<file path="src/rtl/gpio_port_pkg.sv">
// Constants, register map and carrier types of the port block.
// Assumes a classic Wishbone master with 32-bit data on one 10 MHz clock.
`default_nettype none

package gpio_port_pkg;

  // ----------------------------------------------------------------
  // Bus and clock
  // ----------------------------------------------------------------
  localparam int          ADR_W        = 8;
  localparam int          DAT_W        = 32;
  localparam int          CLK_HZ       = 10_000_000;

  // ----------------------------------------------------------------
  // Register byte offsets
  // ----------------------------------------------------------------
  localparam logic [7:0]  OFS_PULLUP0  = 8'h00;
  localparam logic [7:0]  OFS_DATA0    = 8'h04;
  localparam logic [7:0]  OFS_DIR0     = 8'h08;
  localparam logic [7:0]  OFS_CTRL1H   = 8'h0C;
  localparam logic [7:0]  OFS_DATA1H   = 8'h10;

  // ----------------------------------------------------------------
  // Reset values
  // ----------------------------------------------------------------
  localparam logic [7:0]  RST_PULLUP0  = 8'h00;
  localparam logic [7:0]  RST_DATA0    = 8'h00;
  localparam logic [7:0]  RST_DIR0     = 8'h00;
  localparam logic [7:0]  RST_CTRL1H   = 8'h55;
  localparam logic [3:0]  RST_DATA1H   = 4'hF;

  // ----------------------------------------------------------------
  // Pin mode field codes and field layout
  // ----------------------------------------------------------------
  localparam logic [1:0]  MODE_INPUT   = 2'h0;
  localparam logic [1:0]  MODE_OPEN    = 2'h1;
  localparam logic [1:0]  MODE_ALT     = 2'h2;
  localparam logic [1:0]  MODE_PUSH    = 2'h3;
  localparam int          FIELD_W      = 2;
  localparam int          HI_PINS      = 4;

  // Alternative routing: index into the upper nibble (pin 4 = 0)
  localparam int          ALT_RXD      = 0;
  localparam int          ALT_TXD      = 1;
  localparam int          ALT_SDA      = 2;
  localparam int          ALT_SCL      = 3;

  // ----------------------------------------------------------------
  // Carrier types
  // ----------------------------------------------------------------
  typedef struct packed {
    logic             cyc;
    logic             stb;
    logic             we;
    logic [ADR_W-1:0] adr;
    logic [3:0]       sel;
    logic [DAT_W-1:0] dat;
  } wb_req_t;

  typedef struct packed {
    logic [HI_PINS-1:0] out;
    logic [HI_PINS-1:0] oe;
  } alt_drive_t;

  typedef struct packed {
    logic [7:0]       pullup0;
    logic [7:0]       data0;
    logic [7:0]       dir0;
    logic [7:0]       ctrl1h;
    logic [3:0]       data1h;
    logic             ack;
    logic [DAT_W-1:0] rdat;
  } port_state_t;

endpackage

`default_nettype wire

</file>
<file path="src/rtl/pin_mode_cell.sv">
// One second-port pin: turns a two-bit mode field into pin drive.
// Assumes the mode code, latch bit and peripheral drive are stable per cycle.
`default_nettype none

module pin_mode_cell (
  input  wire logic [1:0] mode_i,    // Two-bit pin mode field
  input  wire logic       data_i,    // Port data latch bit
  input  wire logic       alt_out_i, // Peripheral output level
  input  wire logic       alt_oe_i,  // Peripheral output enable
  output logic            pin_o,     // Pin output level
  output logic            pin_oe_o,  // Pin output enable
  output logic            is_out_o   // Pin is a plain output
);
  import gpio_port_pkg::*;

  // ----------------------------------------------------------------
  // Mode decode
  // ----------------------------------------------------------------
  // field selects mode
  always_comb begin
    pin_o    = 1'b0;
    pin_oe_o = 1'b0;
    is_out_o = 1'b0;
    case (mode_i)
      MODE_OPEN: begin
        // Pull low on 0, release on 1
        pin_oe_o = ~data_i;
        is_out_o = 1'b1;
      end
      MODE_ALT: begin
        pin_o    = alt_out_i;
        pin_oe_o = alt_oe_i;
      end
      MODE_PUSH: begin
        pin_o    = data_i;
        pin_oe_o = 1'b1;
        is_out_o = 1'b1;
      end
      default: begin
        pin_oe_o = 1'b0;   // Schmitt input
      end
    endcase
  end

endmodule

`default_nettype wire

</file>
<file path="src/rtl/port_pullup_data_pinmode.sv">
// Port registers: first-port pull-ups and data, second-port upper modes.
// Assumes a classic Wishbone master on clk_i and a synchronous reset.
//
// Decided for this implementation: the Wishbone slave port and the placing of the registers.
`default_nettype none

module port_pullup_data_pinmode (
  input  wire logic                         clk_i,      // 10 MHz clock
  input  wire logic                         rst_i,      // Sync reset, high
  input  wire gpio_port_pkg::wb_req_t       wb_i,       // Bus request
  output logic [gpio_port_pkg::DAT_W-1:0]   wb_dat_o,   // Read data
  output logic                              wb_ack_o,   // Bus acknowledge
  input  wire logic [7:0]                   port0_i,    // First port levels
  output logic [7:0]                        port0_o,    // First port drive
  output logic [7:0]                        port0_oe_o, // First port enable
  output logic [7:0]                        pullup0_o,  // Pull-up connect
  input  wire logic [3:0]                   port1h_i,   // Pins 7..4 levels
  output logic [3:0]                        port1h_o,   // Pins 7..4 drive
  output logic [3:0]                        port1h_oe_o,// Pins 7..4 enable
  input  wire gpio_port_pkg::alt_drive_t    alt_i,      // Peripheral drive
  output logic [3:0]                        alt_in_o,   // Pin levels to periph
  output logic [3:0]                        alt_sel_o   // Alt mode selected
);
  import gpio_port_pkg::*;

  port_state_t    st_reg;
  port_state_t    st_next;
  logic           req;
  logic           wr;
  logic [7:0]     rd_byte;
  logic [7:0]     port0_view;
  logic [3:0]     port1_view;
  logic [3:0]     is_out1;

  // ----------------------------------------------------------------
  // Bus qualification
  // ----------------------------------------------------------------
  // One access per request; ack drops the cycle after it was given
  assign req = wb_i.cyc & wb_i.stb & ~st_reg.ack;
  assign wr  = req & wb_i.we & wb_i.sel[0];

  // ----------------------------------------------------------------
  // Pin state as seen by software
  // ----------------------------------------------------------------
  // Output pins read back the latch, input pins read the pad
  assign port0_view = (st_reg.dir0 & st_reg.data0) | (~st_reg.dir0 & port0_i);
  assign port1_view = (is_out1 & st_reg.data1h) | (~is_out1 & port1h_i);

  // Read multiplexer
  always_comb begin
    rd_byte = 8'h00;
    if (wb_i.adr == OFS_PULLUP0) begin
      rd_byte = st_reg.pullup0;
    end else if (wb_i.adr == OFS_DATA0) begin
      rd_byte = port0_view;
    end else if (wb_i.adr == OFS_DIR0) begin
      rd_byte = st_reg.dir0;
    end else if (wb_i.adr == OFS_CTRL1H) begin
      rd_byte = st_reg.ctrl1h;
    end else if (wb_i.adr == OFS_DATA1H) begin
      rd_byte = {4'h0, port1_view};
    end
  end

  // ----------------------------------------------------------------
  // Next state
  // ----------------------------------------------------------------
  always_comb begin
    st_next      = st_reg;
    st_next.ack  = req;
    if (req) begin
      st_next.rdat = {24'h000000, rd_byte};
    end
    if (wr) begin
      if (wb_i.adr == OFS_PULLUP0) begin
        st_next.pullup0 = wb_i.dat[7:0];
      end else if (wb_i.adr == OFS_DATA0) begin
        st_next.data0 = wb_i.dat[7:0];
      end else if (wb_i.adr == OFS_DIR0) begin
        st_next.dir0 = wb_i.dat[7:0];
      end else if (wb_i.adr == OFS_CTRL1H) begin
        st_next.ctrl1h = wb_i.dat[7:0];
      end else if (wb_i.adr == OFS_DATA1H) begin
        st_next.data1h = wb_i.dat[3:0];
      end
    end
  end

  // ----------------------------------------------------------------
  // State register
  // ----------------------------------------------------------------
  always_ff @(posedge clk_i) begin
    if (rst_i) begin
      st_reg.pullup0 <= RST_PULLUP0;
      st_reg.data0   <= RST_DATA0;
      st_reg.dir0    <= RST_DIR0;
      st_reg.ctrl1h  <= RST_CTRL1H;
      st_reg.data1h  <= RST_DATA1H;
      st_reg.ack     <= 1'b0;
      st_reg.rdat    <= '0;
    end else begin
      st_reg <= st_next;
    end
  end

  assign wb_ack_o = st_reg.ack;
  assign wb_dat_o = st_reg.rdat;

  // ----------------------------------------------------------------
  // First port pins
  // ----------------------------------------------------------------
  // pull-up connect
  assign pullup0_o  = st_reg.pullup0;
  assign port0_o    = st_reg.data0;
  assign port0_oe_o = st_reg.dir0;

  // ----------------------------------------------------------------
  // Second port upper pins
  // ----------------------------------------------------------------
  // alt routing per pin
  genvar g;
  generate
    for (g = 0; g < HI_PINS; g++) begin : g_pin
      pin_mode_cell u_cell (
        .mode_i    (st_reg.ctrl1h[g*FIELD_W +: FIELD_W]),
        .data_i    (st_reg.data1h[g]),
        .alt_out_i (alt_i.out[g]),
        .alt_oe_i  (alt_i.oe[g]),
        .pin_o     (port1h_o[g]),
        .pin_oe_o  (port1h_oe_o[g]),
        .is_out_o  (is_out1[g])
      );
      assign alt_sel_o[g] =
        (st_reg.ctrl1h[g*FIELD_W +: FIELD_W] == MODE_ALT);
    end
  endgenerate

  assign alt_in_o = port1h_i;

endmodule

`default_nettype wire

</file>
<file path="config.mk">
export PLATFORM = sky130hd
export DESIGN_NAME = port_pullup_data_pinmode
export DESIGN_NICKNAME = d
export VERILOG_FILES = /design/src/rtl/gpio_port_pkg.sv /design/src/rtl/pin_mode_cell.sv /design/src/rtl/port_pullup_data_pinmode.sv
export SDC_FILE = /design/constraint.sdc
export NUM_CORES = 1
export LEC_CHECK = 0
export ABC_AREA = 1
export BUFFER_PORTS_ARGS = -buffer_cell sky130_fd_sc_hd__clkbuf_2
export CORE_MARGIN = 2
export CORE_UTILIZATION = 49
export DETAILED_ROUTE_END_ITERATION = 6
export MAX_ROUTING_LAYER = met4
export PLACE_DENSITY = 0.86
export SETUP_SLACK_MARGIN = 0.05
export SYNTH_ARGS = -nofsm -noshare
export SYNTH_HDL_FRONTEND = slang
export SYNTH_SLANG_ARGS = --single-unit
</file>
<file path="constraint.sdc">
create_clock -name clk_i -period 2.65 [get_ports clk_i]
set_input_delay 0.1325 -clock clk_i [delete_from_list [all_inputs] [get_ports clk_i]]
set_output_delay 0.1325 -clock clk_i [all_outputs]
set_load 0.02 [all_outputs]
</file>
==> results.md <==
- The slowest cell on the critical path is sky130_fd_sc_hd__nor4_4.
- The top fanout value on the critical path is 8.
- The post-cts sizing count is 0.
- The worst-case IR drop observed on VDD is 0.353 mV.
- The total via count after detailed routing is 2,629.
- After floorplanning, the core was divided into 26 placement rows.
- The critical path goes through nor2_4, nand3_4, nor4_4, a21oi_1.
- The clock transition at the registers of the reported paths is 80 ps.
- The final worst-path cycle share is between 50% and 60%.
- At the end of routability-driven placement, the weighted congestion stood at around 0.90.
- The clock net sink count is 45.
- After synthesis, the largest area contributor takes up between 30% and 40% of total cell area.
- STA classifies the critical path endpoint as a register.
- The final clock skew is around 6 ps.
- For this run, the number of Yosys warnings is 0.
- The cell chosen for the clock root is sky130_fd_sc_hd__clkbuf_8.
- Counting the fill cells in the layout gives a little under 500.
- The via count of the first global-routing pass came to between 2,000 and 2,500.
- For met3 alone, demand over resource in global routing was between 4 and 5%.
- The die covers ~0.006 sq mm.
- The first routing iteration left around 190 violations.
- Of all cell types, the one taking the most synthesized area is sky130_fd_sc_hd__dfxtp_1.
- The cell count after synthesis came out at approximately 370.
- By area the synthesized netlist is led by sky130_fd_sc_hd__dfxtp_1 34%, sky130_fd_sc_hd__buf_4 10%, sky130_fd_sc_hd__nand2_1 9.5%.
- Across all register-to-register paths, the minimum setup slack is approximately 1200 ps.
- The switching part of the total power is 26.6%.
- The clock group share of total power is approximately a third.
- For this block, the routed nets add up to 6540 um of wire.
- The analysis attributes to net switching a power of between 0.0003 and 0.0004 W.
- The via-per-instance ratio is around 5.1.
- STA puts the critical path data arrival time at roughly 1700 ps.
- The global-route usage over all layers is between 20% and 30%.
- The relative slew slack is 36.9%.
- The stage delay of the slowest cell on the critical path is 450 ps.
- The library cells used most frequently in the layout, excluding fill and tap cells, are 90 x sky130_fd_sc_hd__clkbuf_2, 67 x sky130_fd_sc_hd__nand2_1, 45 x sky130_fd_sc_hd__dfxtp_1, 43 x sky130_fd_sc_hd__o21ai_0.
- A synthesized cell averages about 7.2 sq um.
- At the pin with the least slew margin, the transition time is between 900 and 1000 ps.
- The cell class contributing the biggest share of worst-path delay is simple AND/OR/NAND/NOR gates.
- The combined flip-flop and latch cell area is 901 sq um.
- The combinational power share is between 10% and 20%.
- 0 antenna diodes ended up in the layout.
- The clock tree from TritonCTS is done.
- The area of the multi-input gates is about 0.0013 sq mm.
- The worst setup path is of the reg2reg kind.
- The initial antenna violation count is 0.
- The flow ran to the end, and the final reports show no timing, DRC or antenna violations.
- The most utilized layer in the global route result is met2.
- between 100 and 150 I/O pins were placed.
- Post-CTS timing repair inserted 0 buffers for setup.
- The register area share after synthesis is about a third.
- The wire-length estimate of the detail-placed layout is a little over 5000 um.
- The internal portion of the total power is about 0.0009 W.
- In this run the tool buffered the top-level ports with 90 buffer cells.
- The reported max-cap violation count is 0.
- Setup repair after global routing left no endpoint under its margin.
- The startpoint type of the worst setup path is a register.
- From synthesis to final layout, the design area changed by 14.0%.
- The H-tree was split into 2 levels.
- The cell area after technology mapping is between 0.002 and 0.003 sq mm.
- The power density of the placed cells is 409 mW/mm^2.
- The number of nets at the end of the flow is just over 500.
- The analysis attributes to cell leakage a power of 1.52 nW.
- For met1 alone, demand over resource in global routing was a little over a quarter.
- The final hold violation count is 0.
- After synthesis, the netlist uses 25 different library cells.
- The shortest period the worst path allows is approximately 1500 ps.
- Summed over all failing endpoints, the final setup total negative slack is 0 ps.
- The number of hold buffers added after cts is 0.
- The first global-routing pass estimated approximately 11,000 um of wire.
- The maximum count of clock buffers along a single path is 2.
- The initial cell density of the core is about half.
- The worst hold-check path type is in2reg.
- Counting buffers and inverters, the worst setup path is 4 cells deep.
- The number of buffers created by CTS is 5.
- The count of endpoints failing setup in the final report is 0.
- In this run the remaining antenna-violating nets after routing total 0.
- After floorplanning, the core was sized to cover 0.00514 sq mm.
- The met2 capacity usage during global routing is between 30% and 40%.
- The worst hold path passes through 3 cells.
- The count of state elements after synthesis is 45.
- The vertical die dimension is 77.4 um.
- The share of total power dissipated in sequential elements is ~55%.
- The clock reaches the later pin of the worst-skew pair after ~300 ps.
- The highest clock frequency the design can meet is slightly below 700 MHz.
- The post-layout instance count excluding filler cells is 511.
- The floorplan step set the die width to a little under 80 um.
- Leaving out fill and tap cells, the most frequent cell in the layout is sky130_fd_sc_hd__clkbuf_2.
- Once placement completed, the tool counted placed cells totaling 503.
- After detailed routing, the number of remaining DRC violations is 0.
- The worst endpoint required time is roughly 2800 ps.
- Together, buffers and inverters on the worst path number 0.
- After global routing the overflow that remains totals 0.
- The register with the most flip-flops in the layout has 12 of them.
- The number of pins exceeding their max-slew limit in the final report is 0.
- The number of cells on the worst reg-to-reg path is 4.
- The maximum number of pins on one net before global-route repair is 37.
- The post-route netlist has 26.5% of its cells at a drive strength greater than 1.
- The average routed wire per standard cell is around 13 um.
- The number of detailed-routing iterations run before antenna repair is 4.
## per-stage QoR
stage / setup WS, ps / total power, W / cell area [sq um] / hold slack, ps / util [%]
finish: 1160 / 0.00123 / 3010 / 67.5 / 58.5
global route: 1020 / 0.00127 / 3010 / 83.6 / 58.5
CTS: 1120 / 0.00123 / 3010 / 67.7 / 58.5
detailed placement: 1100 / 0.000835 / 2930 / 375 / 57.0
global placement: 1160 / 0.000833 / 2930 / 374 / 57.0
floorplan: 1330 / 0.000820 / 2730 / 263 / -
## worst paths after layout
kind,startpoint,end
worst max-delay path,wb_ack_o$_SDFF_PP0_,port0_o[6]$_SDFFE_PP0P_
worst min-delay path,wb_i[4],st_reg[41]$_SDFFE_PP1P_
worst max register to register,wb_ack_o$_SDFF_PP0_,port0_o[6]$_SDFFE_PP0P_
worst min register to register,wb_dat_o[3]$_SDFFE_PP0N_,wb_dat_o[3]$_SDFFE_PP0N_
## cell usage after synthesis
master / n
sky130_fd_sc_hd__buf_2: 1
sky130_fd_sc_hd__buf_6: 4
sky130_fd_sc_hd__nand3_1: 29
sky130_fd_sc_hd__o21ai_1: 1
sky130_fd_sc_hd__dfxtp_1: 45
sky130_fd_sc_hd__buf_4: 36
sky130_fd_sc_hd__nand2_4: 2
sky130_fd_sc_hd__nor2_8: 1
sky130_fd_sc_hd__a21oi_1: 40
sky130_fd_sc_hd__nand2_2: 2
sky130_fd_sc_hd__nor4_4: 2
sky130_fd_sc_hd__nand3_2: 2
sky130_fd_sc_hd__nor2_4: 7
sky130_fd_sc_hd__conb_1: 1
sky130_fd_sc_hd__nand3_4: 1
sky130_fd_sc_hd__clkbuf_1: 4
sky130_fd_sc_hd__o211ai_1: 12
sky130_fd_sc_hd__inv_1: 40
sky130_fd_sc_hd__nand2_1: 67
sky130_fd_sc_hd__nand4_1: 8
sky130_fd_sc_hd__o21ai_0: 43
sky130_fd_sc_hd__inv_2: 3
sky130_fd_sc_hd__clkinv_4: 1
sky130_fd_sc_hd__nor2_1: 12
sky130_fd_sc_hd__nand4_2: 1
## routing by layer
metal	wire length, um	vias to the layer above
met1	2710	1181
met5	0	-
met2	3260	119
met4	138	0
li1	-	1315
met3	428	14
## power by group through the flow
stage	sequential [W]	combinational [W]	clock (W)
2_1_floorplan	0.000694	0.000125	0
3_3_place_gp	0.000693	0.000140	0
3_5_place_dp	0.000693	0.000142	0
4_1_cts	0.000677	0.000143	0.000410
5_1_grt	0.000677	0.000157	0.000438
6_report	0.000677	0.000144	0.000408
## logic make-up after synthesis
group / count (synthesis) / synth area share [%]
flops: 45 / 34.1
simple gates: 134 / 27.2
other cells: 1 / 0.142
compound gates: 96 / 19.3
buf+inv: 89 / 19.2
## worst reg2reg max path: stages (launching register included)
cell and delay, ps:
sky130_fd_sc_hd__dfxtp_1 340, sky130_fd_sc_hd__nor2_4 210, sky130_fd_sc_hd__nand3_4 210, sky130_fd_sc_hd__nor4_4 450, sky130_fd_sc_hd__a21oi_1 150
## layout make-up
| cell class | instances | area share, % |
|---|---|---|
| well taps | 70 | 2.91 |
| flip-flops and latches | 45 | 30.0 |
| multi-input cells | 254 | 43.8 |
| inverters | 44 | 5.66 |
| repair buffers | 90 | 15.0 |
| clock buffers | 8 | 2.66 |
Note: power is estimated with default switching activity, not from simulation.
